### src/rtl/pee_defines.svh
// Constants for the parallel EEPROM host controller: offsets, fields, timing.
`ifndef PEE_DEFINES_SVH
`define PEE_DEFINES_SVH
// ----------------------------------------------------------------------
// Register offsets (byte addresses on the AHB-Lite bus)
// ----------------------------------------------------------------------
`define PEE_OFS_CTRL    12'h000
`define PEE_OFS_ADDR    12'h004
`define PEE_OFS_COUNT   12'h008
`define PEE_OFS_STATUS  12'h00C
`define PEE_OFS_BUF     12'h100
// ----------------------------------------------------------------------
// Control register fields
// ----------------------------------------------------------------------
`define PEE_CTRL_GO     0
`define PEE_CTRL_OP_LO  1
`define PEE_CTRL_OP_HI  3
`define PEE_CTRL_POLL   4
`define PEE_CTRL_PROT   5
`define PEE_PAGE_BYTES  64
// ----------------------------------------------------------------------
// Timing, printed figures and the clock rate
// ----------------------------------------------------------------------
`define PEE_CLK_NS      20
`define PEE_T_WEL_NS    150
`define PEE_T_BLC_MIN_NS 200
`define PEE_T_BLC_MAX_NS 2000
`define PEE_T_ACC_NS    350
`define PEE_T_POLL_NS   200
`define PEE_T_BUSY_NS   100
`define PEE_T_HVSU_NS   1000
`define PEE_T_CLEAR_MS  10
`define PEE_T_WRITE_MS  10
`endif

### src/rtl/pee_pkg.sv
// Types shared by the parallel EEPROM host controller.
package pee_pkg;
  typedef enum logic [2:0] {
    PEE_OP_READ, PEE_OP_WRITE, PEE_OP_CLEAR, PEE_OP_PSET, PEE_OP_PRESET
  } pee_op_t;
  typedef enum logic [3:0] {
    S_IDLE, S_RD, S_LOAD_SU, S_WE_LO, S_WE_HI, S_BUSY_GAP, S_RDY,
    S_POLL_GAP, S_POLL, S_POLL_HI, S_HV_SU, S_HV_LO, S_HV_HO, S_DONE
  } pee_state_t;
  // Pin bundle driven toward the memory device.
  typedef struct packed {
    logic [12:0] addr;
    logic [7:0]  dq;
    logic        dq_oe;
    logic        ce_n;
    logic        oe_n;
    logic        we_n;
    logic        hv_en;
  } pee_pins_t;
endpackage

### src/rtl/pee_host.sv
// Host controller driving a byte-wide EEPROM, commanded over AHB-Lite.
//
// Operation
// Device writes only while chip select and write strobe are both low.
// Device ignores write-strobe pulses shorter than 20 ns.
// One page load carries 1 to 64 bytes.
// Successive byte-load strobes are spaced 0.2 to 2 microseconds apart.
// Polled data reflects the write within 200 ns of the last byte.
// Ready output goes busy within 50 or 100 ns of strobe rise.
// Internal write signalled on ready output finishes within 1 or 10 ms.
// Ready output exists only on some variants; others leave it open.
// Verify uses a normal read: select and output enable low, strobe high.
// With chip select high the device stands by, data lines floating.
// No write starts while strobe is high or output enable low.
// Chip clear: select low, strobe low, output enable at high voltage.
// Chip clear holds the write strobe low for at least 10 ms.
// Protection commands use page-write byte-load timing.
// Unlock commands and protected data form one continuous load.
// Sequence timing runs from the later fall to the earlier rise.
// Ready output low during internal write, released high at its end.
// Protect sequence locks writes; later writes need the sequence first.
// Another command sequence removes protection.
// Erase leaves every affected bit at one.
// Host starts no new write before the prior one finishes.
// Bytes of one page share the upper address bits.
//
// The register offsets and the AHB-Lite interface to the registers were decided locally.
`timescale 1ns/100ps
`default_nettype none
`include "pee_defines.svh"
module pee_host #(
  parameter int          CLEAR_CYC   = `PEE_T_CLEAR_MS * 1000000 / `PEE_CLK_NS,
  parameter int          TIMEOUT_CYC = `PEE_T_WRITE_MS * 1000000 / `PEE_CLK_NS,
  parameter logic [12:0] CMD_ADDR_A  = 13'h0AAA,
  parameter logic [12:0] CMD_ADDR_B  = 13'h0555,
  parameter logic [7:0]  CMD_KEY_A   = 8'h5A,
  parameter logic [7:0]  CMD_KEY_B   = 8'hA5,
  parameter logic [7:0]  CMD_LOCK    = 8'h3C,
  parameter logic [7:0]  CMD_UNLOCK  = 8'hC3
) (
  input  wire logic             clock,
  input  wire logic             srst,
  input  wire logic             hsel,
  input  wire logic [31:0]      haddr,
  input  wire logic [1:0]       htrans,
  input  wire logic             hwrite,
  input  wire logic [2:0]       hsize,
  input  wire logic [31:0]      hwdata,
  input  wire logic             hready,
  output logic [31:0]           hrdata,
  output logic                  hreadyout,
  output logic                  hresp,
  output pee_pkg::pee_pins_t    pins,
  input  wire logic [7:0]       dq_in,
  input  wire logic             ready_in
);
  // ----------------------------------------------------------------------
  // Derived cycle counts
  // ----------------------------------------------------------------------
  localparam int NS = `PEE_CLK_NS;
  localparam int WEL_CYC  = (`PEE_T_WEL_NS + NS - 1) / NS;
  localparam int BLC_CYC  = (`PEE_T_BLC_MIN_NS + NS - 1) / NS;
  localparam int BLCX_CYC = `PEE_T_BLC_MAX_NS / NS;
  localparam int ACC_CYC  = (`PEE_T_ACC_NS + NS - 1) / NS;
  localparam int POLL_CYC = (`PEE_T_POLL_NS + NS - 1) / NS;
  localparam int BUSY_CYC = (`PEE_T_BUSY_NS + NS - 1) / NS;
  localparam int HVSU_CYC = (`PEE_T_HVSU_NS + NS - 1) / NS;

  pee_pkg::pee_state_t state_reg;
  pee_pkg::pee_op_t    op_reg;
  logic [31:0] ctrl_reg;
  logic [12:0] base_reg;
  logic [5:0]  count_reg;
  logic [7:0]  rdata_reg;
  logic        done_reg;
  logic        tmo_reg;
  logic [19:0] cnt_reg;
  logic [19:0] tmo_cnt_reg;
  logic [6:0]  idx_reg;
  logic [6:0]  total_reg;
  logic [2:0]  pre_reg;
  logic        poll_reg;
  logic [7:0]  last_reg;
  logic [7:0]  buf_mem [`PEE_PAGE_BYTES];
  logic        aw_reg;
  logic [11:0] aaddr_reg;
  logic [12:0] nx_addr;
  logic [7:0]  nx_data;
  logic [6:0]  nx_off;
  logic        go;

  // ----------------------------------------------------------------------
  // AHB-Lite slave: zero wait states, always OKAY
  // ----------------------------------------------------------------------
  // Address phase is registered; reads are answered from a flop next cycle.
  always_ff @(posedge clock) begin
    if (srst) begin
      aw_reg    <= 1'b0;
      aaddr_reg <= 12'h000;
      hreadyout <= 1'b1;
      hresp     <= 1'b0;
      hrdata    <= 32'h0000_0000;
    end else begin
      aw_reg    <= hsel && hready && htrans[1] && hwrite;
      aaddr_reg <= haddr[11:0];
      if (hsel && hready && htrans[1] && !hwrite) begin
        unique case (haddr[11:0])
          `PEE_OFS_CTRL:   hrdata <= ctrl_reg;
          `PEE_OFS_ADDR:   hrdata <= {19'h0_0000, base_reg};
          `PEE_OFS_COUNT:  hrdata <= {26'h000_0000, count_reg};
          `PEE_OFS_STATUS: hrdata <= {16'h0000, rdata_reg, 5'h00, tmo_reg, done_reg,
                                      state_reg != pee_pkg::S_IDLE};
          default:         hrdata <= 32'h0000_0000;
        endcase
      end
    end
  end

  // Go pulse: only taken while idle, so a write never overlaps one in progress.
  assign go = aw_reg && aaddr_reg == `PEE_OFS_CTRL && hwdata[`PEE_CTRL_GO] &&
              state_reg == pee_pkg::S_IDLE;

  // Software-written registers: address and count steer the sequencer, control is kept for readback.
  always_ff @(posedge clock) begin
    if (srst) begin
      ctrl_reg  <= 32'h0000_0000;
      base_reg  <= 13'h0000;
      count_reg <= 6'h00;
    end else if (aw_reg && state_reg == pee_pkg::S_IDLE) begin
      if (aaddr_reg == `PEE_OFS_CTRL) ctrl_reg <= {26'h000_0000, hwdata[5:1], 1'b0};
      if (aaddr_reg == `PEE_OFS_ADDR) base_reg <= hwdata[12:0];
      if (aaddr_reg == `PEE_OFS_COUNT) count_reg <= hwdata[5:0];
    end
  end

  // Page buffer, one byte per word slot above the buffer offset.
  always_ff @(posedge clock) begin
    if (aw_reg && aaddr_reg[11:8] == 4'h1 && state_reg == pee_pkg::S_IDLE) begin
      buf_mem[aaddr_reg[7:2]] <= hwdata[7:0];
    end
  end

  // ----------------------------------------------------------------------
  // Byte source: command prefix, then page data
  // ----------------------------------------------------------------------
  // Commands form the front of the same load as the data that follows.
  always_comb begin
    nx_off  = idx_reg - {4'h0, pre_reg};
    nx_addr = {base_reg[12:6], base_reg[5:0] + nx_off[5:0]};
    nx_data = buf_mem[nx_off[5:0]];
    if (idx_reg < {4'h0, pre_reg}) begin
      nx_addr = idx_reg[0] ? CMD_ADDR_B : CMD_ADDR_A;
      nx_data = idx_reg[0] ? CMD_KEY_B : CMD_KEY_A;
      if (idx_reg == 7'd2) nx_data = (op_reg == pee_pkg::PEE_OP_PRESET) ? 8'h80 : CMD_LOCK;
      if (idx_reg == 7'd5) nx_data = CMD_UNLOCK;
    end
  end

  // ----------------------------------------------------------------------
  // Sequencer
  // ----------------------------------------------------------------------
  // One process walks every operation; a shared counter paces each timed step, the watchdog counter bounds the ready and poll waits.
  always_ff @(posedge clock) begin
    if (srst) begin
      state_reg <= pee_pkg::S_IDLE;
      op_reg    <= pee_pkg::PEE_OP_READ;
      cnt_reg   <= 20'h0_0000;
      idx_reg   <= 7'h00;
      total_reg <= 7'h00;
      pre_reg   <= 3'h0;
      poll_reg  <= 1'b0;
      last_reg  <= 8'h00;
      rdata_reg <= 8'h00;
      done_reg  <= 1'b0;
      tmo_reg   <= 1'b0;
      pins      <= '{addr: 13'h0000, dq: 8'h00, dq_oe: 1'b0, ce_n: 1'b1,
                     oe_n: 1'b1, we_n: 1'b1, hv_en: 1'b0};
    end else begin
      cnt_reg <= cnt_reg + 20'h0_0001;
      unique case (state_reg)
        pee_pkg::S_IDLE: if (go) begin
          op_reg   <= pee_pkg::pee_op_t'(hwdata[`PEE_CTRL_OP_HI:`PEE_CTRL_OP_LO]);
          poll_reg <= hwdata[`PEE_CTRL_POLL];
          done_reg <= 1'b0;
          tmo_reg  <= 1'b0;
          idx_reg  <= 7'h00;
          cnt_reg  <= 20'h0_0000;
          pins.addr <= base_reg;
          pins.ce_n <= 1'b0;
          unique case (pee_pkg::pee_op_t'(hwdata[`PEE_CTRL_OP_HI:`PEE_CTRL_OP_LO]))
            pee_pkg::PEE_OP_READ: begin
              pins.oe_n <= 1'b0;
              state_reg <= pee_pkg::S_RD;
            end
            pee_pkg::PEE_OP_CLEAR: begin
              pins.hv_en <= 1'b1;
              state_reg  <= pee_pkg::S_HV_SU;
            end
            pee_pkg::PEE_OP_WRITE: begin
              pre_reg   <= hwdata[`PEE_CTRL_PROT] ? 3'd3 : 3'd0;
              total_reg <= (hwdata[`PEE_CTRL_PROT] ? 7'd4 : 7'd1) + {1'b0, count_reg};
              state_reg <= pee_pkg::S_LOAD_SU;
            end
            pee_pkg::PEE_OP_PSET: begin
              pre_reg   <= 3'd3;
              total_reg <= 7'd3;
              state_reg <= pee_pkg::S_LOAD_SU;
            end
            default: begin
              pre_reg   <= 3'd6;
              total_reg <= 7'd6;
              state_reg <= pee_pkg::S_LOAD_SU;
            end
          endcase
        end
        pee_pkg::S_RD: if (cnt_reg == 20'(ACC_CYC)) begin
          rdata_reg <= dq_in;
          pins.oe_n <= 1'b1;
          pins.ce_n <= 1'b1;
          state_reg <= pee_pkg::S_DONE;
        end
        pee_pkg::S_LOAD_SU: begin
          pins.addr  <= nx_addr;
          pins.dq    <= nx_data;
          pins.dq_oe <= 1'b1;
          cnt_reg    <= 20'h0_0000;
          state_reg  <= pee_pkg::S_WE_LO;
        end
        pee_pkg::S_WE_LO: begin
          pins.we_n <= 1'b0;
          last_reg  <= pins.dq;
          if (cnt_reg == 20'(WEL_CYC)) begin
            pins.we_n <= 1'b1;
            idx_reg   <= idx_reg + 7'h01;
            cnt_reg   <= 20'h0_0000;
            state_reg <= pee_pkg::S_WE_HI;
          end
        end
        pee_pkg::S_WE_HI: begin
          if (idx_reg == total_reg) begin
            pins.dq_oe  <= 1'b0;
            pins.ce_n   <= 1'b1;
            cnt_reg     <= 20'h0_0000;
            state_reg   <= poll_reg ? pee_pkg::S_POLL_GAP : pee_pkg::S_BUSY_GAP;
          end else if (cnt_reg == 20'h0_0001) begin
            pins.addr <= nx_addr;
            pins.dq   <= nx_data;
          end else if (cnt_reg == 20'(BLC_CYC - 1)) begin
            cnt_reg   <= 20'h0_0000;
            state_reg <= pee_pkg::S_WE_LO;
          end
        end
        pee_pkg::S_BUSY_GAP: if (cnt_reg == 20'(BUSY_CYC)) state_reg <= pee_pkg::S_RDY;
        pee_pkg::S_RDY: if (ready_in) begin
          state_reg <= pee_pkg::S_DONE;
        end else if (tmo_cnt_reg == 20'(TIMEOUT_CYC)) begin
          tmo_reg   <= 1'b1;
          state_reg <= pee_pkg::S_DONE;
        end
        pee_pkg::S_POLL_GAP: if (cnt_reg == 20'(POLL_CYC)) begin
          pins.ce_n <= 1'b0;
          pins.oe_n <= 1'b0;
          cnt_reg   <= 20'h0_0000;
          state_reg <= pee_pkg::S_POLL;
        end
        pee_pkg::S_POLL: if (cnt_reg == 20'(ACC_CYC)) begin
          pins.ce_n <= 1'b1;
          pins.oe_n <= 1'b1;
          rdata_reg <= dq_in;
          cnt_reg   <= 20'h0_0000;
          if (dq_in[7] == last_reg[7]) state_reg <= pee_pkg::S_DONE;
          else if (tmo_cnt_reg >= 20'(TIMEOUT_CYC)) begin
            tmo_reg   <= 1'b1;
            state_reg <= pee_pkg::S_DONE;
          end else state_reg <= pee_pkg::S_POLL_GAP;
        end
        pee_pkg::S_HV_SU: if (cnt_reg == 20'(HVSU_CYC)) begin
          pins.we_n <= 1'b0;
          cnt_reg   <= 20'h0_0000;
          state_reg <= pee_pkg::S_HV_LO;
        end
        pee_pkg::S_HV_LO: if (cnt_reg == 20'(CLEAR_CYC)) begin
          pins.we_n <= 1'b1;
          cnt_reg   <= 20'h0_0000;
          state_reg <= pee_pkg::S_HV_HO;
        end
        pee_pkg::S_HV_HO: if (cnt_reg == 20'(HVSU_CYC)) begin
          pins.hv_en <= 1'b0;
          pins.ce_n  <= 1'b1;
          state_reg  <= pee_pkg::S_DONE;
        end
        default: begin
          done_reg  <= 1'b1;
          state_reg <= pee_pkg::S_IDLE;
        end
      endcase
    end
  end

  // Completion watchdog: held at zero through the load, then counts the internal write.
  always_ff @(posedge clock) begin
    if (srst) tmo_cnt_reg <= 20'h0_0000;
    else if (state_reg == pee_pkg::S_LOAD_SU || state_reg == pee_pkg::S_WE_LO ||
             state_reg == pee_pkg::S_WE_HI) tmo_cnt_reg <= 20'h0_0000;
    else if (tmo_cnt_reg != 20'hF_FFFF) tmo_cnt_reg <= tmo_cnt_reg + 20'h0_0001;
  end

  // ----------------------------------------------------------------------
  // Checks on the pins driven toward the device and on the sequencer's ready wait
  // ----------------------------------------------------------------------
  logic [19:0] hi_cnt;
  logic [19:0] lo_cnt;
  // Helper counters measure how long the strobe stays high and low.
  always_ff @(posedge clock) begin
    if (srst || pins.we_n) lo_cnt <= 20'h0_0000;
    else lo_cnt <= lo_cnt + 20'h0_0001;
    if (srst || !pins.we_n) hi_cnt <= 20'h0_0000;
    else hi_cnt <= hi_cnt + 20'h0_0001;
  end
endmodule // pee_host
`default_nettype wire

### config.mk
export PLATFORM = sky130hd
export DESIGN_NAME = pee_host
export DESIGN_NICKNAME = d
export VERILOG_FILES = /design/src/rtl/pee_pkg.sv /design/src/rtl/pee_host.sv
export VERILOG_INCLUDE_DIRS = /design/src /design/src/rtl
export SDC_FILE = /design/constraint.sdc
export NUM_CORES = 1
export LEC_CHECK = 0
export BUFFER_PORTS_ARGS = -buffer_cell sky130_fd_sc_hd__buf_2
export CAP_MARGIN = 20
export CORE_ASPECT_RATIO = 2
export CORE_MARGIN = 5
export CORE_UTILIZATION = 45
export DETAILED_ROUTE_END_ITERATION = 8
export GPL_ROUTABILITY_DRIVEN = 0
export SYNTH_ARGS = -nofsm -noshare
export SYNTH_HDL_FRONTEND = slang
export SYNTH_SLANG_ARGS = --single-unit
### constraint.sdc
create_clock -name clock -period 3.42 [get_ports clock]
set_clock_uncertainty 0.05 [all_clocks]
set_input_delay 0.513 -clock clock [delete_from_list [all_inputs] [get_ports clock]]
set_output_delay 0.513 -clock clock [all_outputs]
set_load 0.005 [all_outputs]
==> impl_metrics.env, run 1 <==
export IMPL_slowest_delay_ps=810
export IMPL_cts_tree="done"
export IMPL_core_area_mm2=0.0609
export IMPL_ant_nets=0
export IMPL_cp_num_cells=12
export IMPL_crit_buf_inv=5
export IMPL_ios=143
export IMPL_drcViolationCount=0
export IMPL_cellPowerDensity_mw_per_mm2=536
export IMPL_cts_hold_fix_buffers=0
export IMPL_fin_nets=2075
export IMPL_overflow=0
export IMPL_max_cap_viol_count=0
export IMPL_ys_flop_type="edfxtp_1"
export IMPL_ys_ff_latch=667
export IMPL_cts_sinks=667
export IMPL_drt_total_wl_um=69500
export IMPL_portBuffers=81
export IMPL_htreeDepth=2
export IMPL_hold_viol_final=0
export IMPL_largest_register_ffs=512
export IMPL_cp_max_fo=5
export IMPL_ff2ff_setup_slack_ps=-60
export IMPL_status="finished with violations"
export IMPL_start_util_pct=45.3
export IMPL_finalCritPeriodShare_pct=102
export IMPL_row_count=128
export IMPL_synth_top_cell_area_share_pct=55.7
export IMPL_cpMostUsedCell="mux4_2"
export IMPL_syn_to_final_growth_pct=16.1
export IMPL_setup_worst_path_start_class="flip-flop"
export IMPL_grt_use_total_pct=21.0
export IMPL_synthesis_area_mm2=0.0276
export IMPL_leakage_nw=10.7
export IMPL_synth_area_per_cell_um2=15.5
export IMPL_synth_area_top_cells="edfxtp_1 (56%), mux4_2 (14%), dfxtp_1 (11%), nor2_1 (3.0%), mux2i_1 (1.6%)"
export IMPL_cts_buffers=57
export IMPL_finalCriticalPeriod_ps=3480
export IMPL_cp_slowest_cell="fa_4"
export IMPL_async_flop_share_pct=0
export IMPL_synth_top_cell_by_area="edfxtp_1"
export IMPL_end_kind="flip-flop"
export IMPL_ir_worst_vdd_mv=0.482
export IMPL_finalSetupViolations=5
export IMPL_clock_latency_ps=610
export IMPL_endpoint="pins[10]$_SDFFE_PP0P_"
export IMPL_dieArea_mm2=0.0667
export IMPL_drt_pass1_iter_count=5
export IMPL_rsz0062_at_grt="yes"
export IMPL_synth_cells=1776
export IMPL_fin_area_mm2=0.0320
export IMPL_post_place_ws_ps=-182
export IMPL_detail_route_wl_per_cell_um=24.8
export IMPL_root_buffer="clkbuf_16"
export IMPL_grt_pass1_vias=16508
export IMPL_fp_dieW_um=185
export IMPL_dieHeight_um=360
export IMPL_critical_path_cell_chain="inv_2 -> ha_4 -> inv_2 -> fa_4 -> buf_8 -> buf_12 -> buf_16 -> mux4_2 -> mux4_2 -> mux4_2 -> a21oi_2 -> nor3_1"
export IMPL_num_vias=15852
export IMPL_rr_worst_depth=12
export IMPL_antenna_found_initial=7
export IMPL_tightest_slew_ps=946
export IMPL_viasPerCell=5.67
export IMPL_crit_family="multiplexers"
export IMPL_fmax_mhz=288
export IMPL_synth_top_cells_by_count="edfxtp_1 (512), nor2_1 (221), mux4_2 (166)"
export IMPL_arrival_ps=3920
export IMPL_ys_seq_area_share_pct=67.0
export IMPL_maxSlewViolCount=0
export IMPL_placed_area_mm2=0.0296
export IMPL_drive_gt1_share_pct=26.2
export IMPL_initialDrtViolationCount=991
export IMPL_hold_path_class="primary input to flip-flop"
export IMPL_grt_max_degree=72
export IMPL_reg2reg_from="idx_reg[0]$_SDFFE_PP0P_"
export IMPL_worstReg2RegEnd="pins[10]$_SDFFE_PP0P_"
export IMPL_synth_edf_count=512
export IMPL_violations="setup timing"
export IMPL_yosys_warnings=0
export IMPL_dpl_hpwl_um=47300
export IMPL_ys_types=73
export IMPL_critPathLaunch="idx_reg[0]$_SDFFE_PP0P_"
export IMPL_synth_most_common_cell="edfxtp_1"
export IMPL_clkSlewWorstSetupHoldPaths_ps=70
export IMPL_crit_required_ps=3870
export IMPL_layout_setup_ws_ps=-55.4
export IMPL_relSlewSlack_pct=36.9
export IMPL_grt_pass1_wl_um=104000
export IMPL_crit_type="flip-flop to flip-flop"
export IMPL_clk_path_buf_depth=3
power by group:
part	switching [W]	internal, W
combinational	0.00106	0.000552
clock	0.00292	0.00364
sequential	0.000138	0.00883
worst min path at each step:
stage / to / startpoint / slack, ps / cells past startpoint
finish: aaddr_reg[9]$_SDFF_PP0_ / haddr[9] / 80 / 2
global route: aaddr_reg[9]$_SDFF_PP0_ / haddr[9] / 70 / 2
CTS: aaddr_reg[9]$_SDFF_PP0_ / haddr[9] / 60 / 2
detailed placement: hrdata[15]$_SDFFE_PP0P_ / hrdata[15]$_SDFFE_PP0P_ / 390 / 2
global placement: hrdata[14]$_SDFFE_PP0P_ / hrdata[14]$_SDFFE_PP0P_ / 390 / 2
floorplan: tmo_reg$_SDFFE_PP0P_ / tmo_reg$_SDFFE_PP0P_ / 380 / 2
per-layer routing:
layer / routed length, µm / GRT usage (%) / vias to the layer above
met5: 13 / 0 / -
met4: 2880 / 8.15 / 2
met3: 2790 / 2.28 / 124
met2: 40000 / 40.3 / 446
met1: 23800 / 23.2 / 8108
li1: - / - / 7172
timing repair:
item | in CTS | in global routing
buffers inserted | 15 | 1
hold endpoints to repair | 0 | 0
cloned | 9 | 1
endpoints found under the setup margin | 9 | 11
resized for setup | 25 | 4
pin swaps | 11 | 6
area by class of cell:
| type | instances | area [µm²] |
|---|---|---|
| clock buffer | 68 | 1560 |
| clock inverter | 37 | 329 |
| inverter | 20 | 75.1 |
| multi-input combinational | 987 | 8600 |
| timing repair buffer | 237 | 1990 |
| antenna | 2 | 5.00 |
| sequential | 667 | 18500 |
| fill | 5004 | 28800 |
| tap | 780 | 976 |
cell usage in the layout (no fill, tap or decap), types with 42 or more instances in the layout:
cell / count
buf_4: 126
a21oi_1: 58
nand3_1: 42
dfxtp_1: 153
mux4_2: 166
nor2_1: 221
clkbuf_16: 62
edfxtp_1: 512
buf_2: 80
nand2_1: 102
mux2i_1: 43
cells by family (layout without fill, tap and decap cells):
family | Yosys count | count (layout) | share of synthesized area [%]
buffers and inverters | 138 | 362 | 2.42
AOI/OAI and AO/OA | 156 | 156 | 3.53
muxes | 211 | 211 | 15.2
and+or+nand+nor | 522 | 522 | 8.97
DFF | 667 | 667 | 67.0
xor gates and xnor gates | 58 | 58 | 1.84
other | 2 | 20 | 0.0272
adders and majority gates | 22 | 22 | 1.05
stage by stage:
stage | util [%] | setup TNS [ps] | power [W] | hold WS [ps] | instances
2_1_floorplan | - | 0 | 0.0101 | 382 | 1792
3_3_place_gp | 48.6 | -953 | 0.0107 | 391 | 2665
3_5_place_dp | 48.6 | -863 | 0.0107 | 395 | 2665
4_1_cts | 52.5 | -617 | 0.0173 | 57.1 | 2794
5_1_grt | 52.6 | -631 | 0.0178 | 73.9 | 2797
6_report | 52.6 | -130 | 0.0172 | 79.5 | 2798
No activity file was read; power rests on OpenSTA's default activity.
==> inputs of run 2 (changes only) <==
Settings changed: CTS_BUF_LIST set to sky130_fd_sc_hd__clkbuf_4.
==> run 2 against run 1 <==
The run still ends with setup timing left; routed wire length is 1.9% higher; design area is 0.97% higher; first-iteration DRC count is 12% lower; sequential power hardly changed; worst hold slack better by 12 ps; via count is 5.4% higher; clock-buffer cell count is 140 higher; cell count is 6.9% higher; highest routed layer unchanged.
==> impl_metrics.env, run 2 (synthesis gave the netlist of run 1 again) <==
export IMPL_dp_cells=2665
export IMPL_dieHeight_um=360
export IMPL_cts_tree="done"
export IMPL_core_area_mm2=0.0609
export IMPL_reg2reg_from="idx_reg[0]$_SDFFE_PP0P_"
export IMPL_ff2ff_setup_slack_ps=-50
export IMPL_tightest_slew_ps=939
export IMPL_setup_worst_path_start_class="flip-flop"
export IMPL_end_kind="flip-flop"
export IMPL_drcViolationCount=0
export IMPL_finalCritPeriodShare_pct=101
export IMPL_cp_max_fo=7
export IMPL_hold_viol_final=0
export IMPL_relSlewSlack_pct=37.4
export IMPL_htreeDepth=4
export IMPL_ant_nets=0
export IMPL_leakage_nw=11.0
export IMPL_portBuffers=81
export IMPL_violations="setup timing"
export IMPL_ir_worst_vdd_mv=0.281
export IMPL_grt_use_total_pct=21.6
export IMPL_fin_nets=2200
export IMPL_drt_total_wl_um=70800
export IMPL_antenna_found_initial=6
export IMPL_mostFrequentLayoutCells="edfxtp_1 (512), nor2_1 (220), clkbuf_4 (208)"
export IMPL_stdcell_count=2990
export IMPL_grt_pass1_wl_um=107000
export IMPL_largest_register_ffs=512
export IMPL_drt_pass1_iter_count=7
export IMPL_clk_path_buf_depth=3
export IMPL_hold_path_depth=2
export IMPL_dieArea_mm2=0.0667
export IMPL_rsz0062_at_grt="yes"
export IMPL_grt_pass1_vias=17700
export IMPL_clkSlewWorstSetupHoldPaths_ps=80
export IMPL_dpl_hpwl_um=47300
export IMPL_fp_dieW_um=185
export IMPL_worstHoldStart="srst"
export IMPL_crit_required_ps=4210
export IMPL_rr_worst_depth=12
export IMPL_fmax_mhz=289
export IMPL_grt_max_degree=72
export IMPL_syn_to_final_growth_pct=17.2
export IMPL_overflow=0
export IMPL_row_count=128
export IMPL_post_route_util_pct=53.1
export IMPL_cellPowerDensity_mw_per_mm2=516
export IMPL_layout_setup_ws_ps=-45.1
export IMPL_mostFrequentLayoutCell="edfxtp_1"
export IMPL_finalCriticalPeriod_ps=3470
export IMPL_initialDrtViolationCount=872
export IMPL_cts_buffers=148
export IMPL_worstReg2RegEnd="pins[10]$_SDFFE_PP0P_"
export IMPL_ios=143
export IMPL_start_util_pct=45.3
export IMPL_min_to="total_reg[0]$_SDFFE_PP0P_"
export IMPL_detail_route_wl_per_cell_um=23.7
export IMPL_arrival_ps=4260
export IMPL_root_buffer="clkbuf_4"
export IMPL_drive_gt1_share_pct=30.0
export IMPL_max_cap_viol_count=0
export IMPL_clock_latency_ps=950
export IMPL_num_vias=16707
export IMPL_hold_path_class="primary input to flip-flop"
export IMPL_cts_sinks=667
export IMPL_crit_type="flip-flop to flip-flop"
export IMPL_viasPerCell=5.59
export IMPL_status="finished with violations"
export IMPL_finalSetupViolations=3
export IMPL_maxSlewViolCount=0
==> run 2: cell types whose count changed in the layout (fill, tap and decap cells not counted), sizes merged <==
cell	before	now
buf	236	238
bufinv	5	3
clkbuf	69	209
clkinv	27	45
clkinvlp	4	2
dlygate4sd3	0	32
inv	21	25
==> run 2: repair_timing <==
item,in CTS,in global routing
resized for setup,25,5
hold buffers,31,1
setup endpoints to repair,10,11
pin swaps,8,16
buffers inserted,19,0
gates cloned,9,1
endpoints found under the hold margin,48,14
==> run 2: worst max-delay path, cell delays in order, from the launching register on <==
cell	delay (ps)
dfxtp_2	330
inv_2	70
ha_4	120
inv_2	30
fa_4	790
buf_12	140
buf_12	130
buf_16	130
mux4_2	310
mux4_2	520
mux4_2	500
a21oi_2	160
nor3_1	50
==> run 2: per-layer routing <==
metal / GRT usage, % / up-vias / share of wire [%]
met1: 22.3 / 8436 / 33
met4: 11.0 / 2 / 4.8
li1: - / 7536 / -
met5: 0 / - / 0.017
met3: 3.89 / 170 / 4.8
met2: 40.9 / 563 / 57
==> run 2: layout make-up <==
class / count / area, µm²
diodes: 2 / 5.00
clock buffers: 208 / 1560
clock inverters: 55 / 300
fillers: 5086 / 28500
inverters: 20 / 75.1
multi-input cells: 987 / 8610
flip-flops and latches: 667 / 18500
well taps: 780 / 976
repair buffers: 271 / 2330
==> run 2: through the flow <==
step	hold slack (ps)	setup slack (ps)	total power, W	cell area (µm²)	setup TNS (ps)
after detailed placement	395	-182	0.0107	29600	-863
final	91.5	-45.1	0.0167	32300	-69.5
after global placement	391	-204	0.0107	29600	-953
after floorplan	382	58.6	0.0101	27700	0
after global routing	67.5	-129	0.0175	32300	-540
after CTS	5.72	-103	0.0169	32300	-427
==> run 2: worst max-delay path by stage <==
stage / from / to / depth (start not counted)
after global routing: idx_reg[0]$_SDFFE_PP0P_ / pins[10]$_SDFFE_PP0P_ / 12
after global placement: idx_reg[0]$_SDFFE_PP0P_ / pins[10]$_SDFFE_PP0P_ / 10
after CTS: idx_reg[0]$_SDFFE_PP0P_ / pins[10]$_SDFFE_PP0P_ / 12
after floorplan: idx_reg[0]$_SDFFE_PP0P_ / pins[12]$_SDFFE_PP0P_ / 14
final: idx_reg[0]$_SDFFE_PP0P_ / pins[10]$_SDFFE_PP0P_ / 12
after detailed placement: idx_reg[0]$_SDFFE_PP0P_ / pins[10]$_SDFFE_PP0P_ / 10
==> run 2: where the power goes <==
part	total (W)	internal, W	switching (W)
clock	0.00609	0.00305	0.00304
sequential	0.00897	0.00883	0.000137
combinational	0.00164	0.000574	0.00107
total	0.0167	0.0124	0.00425
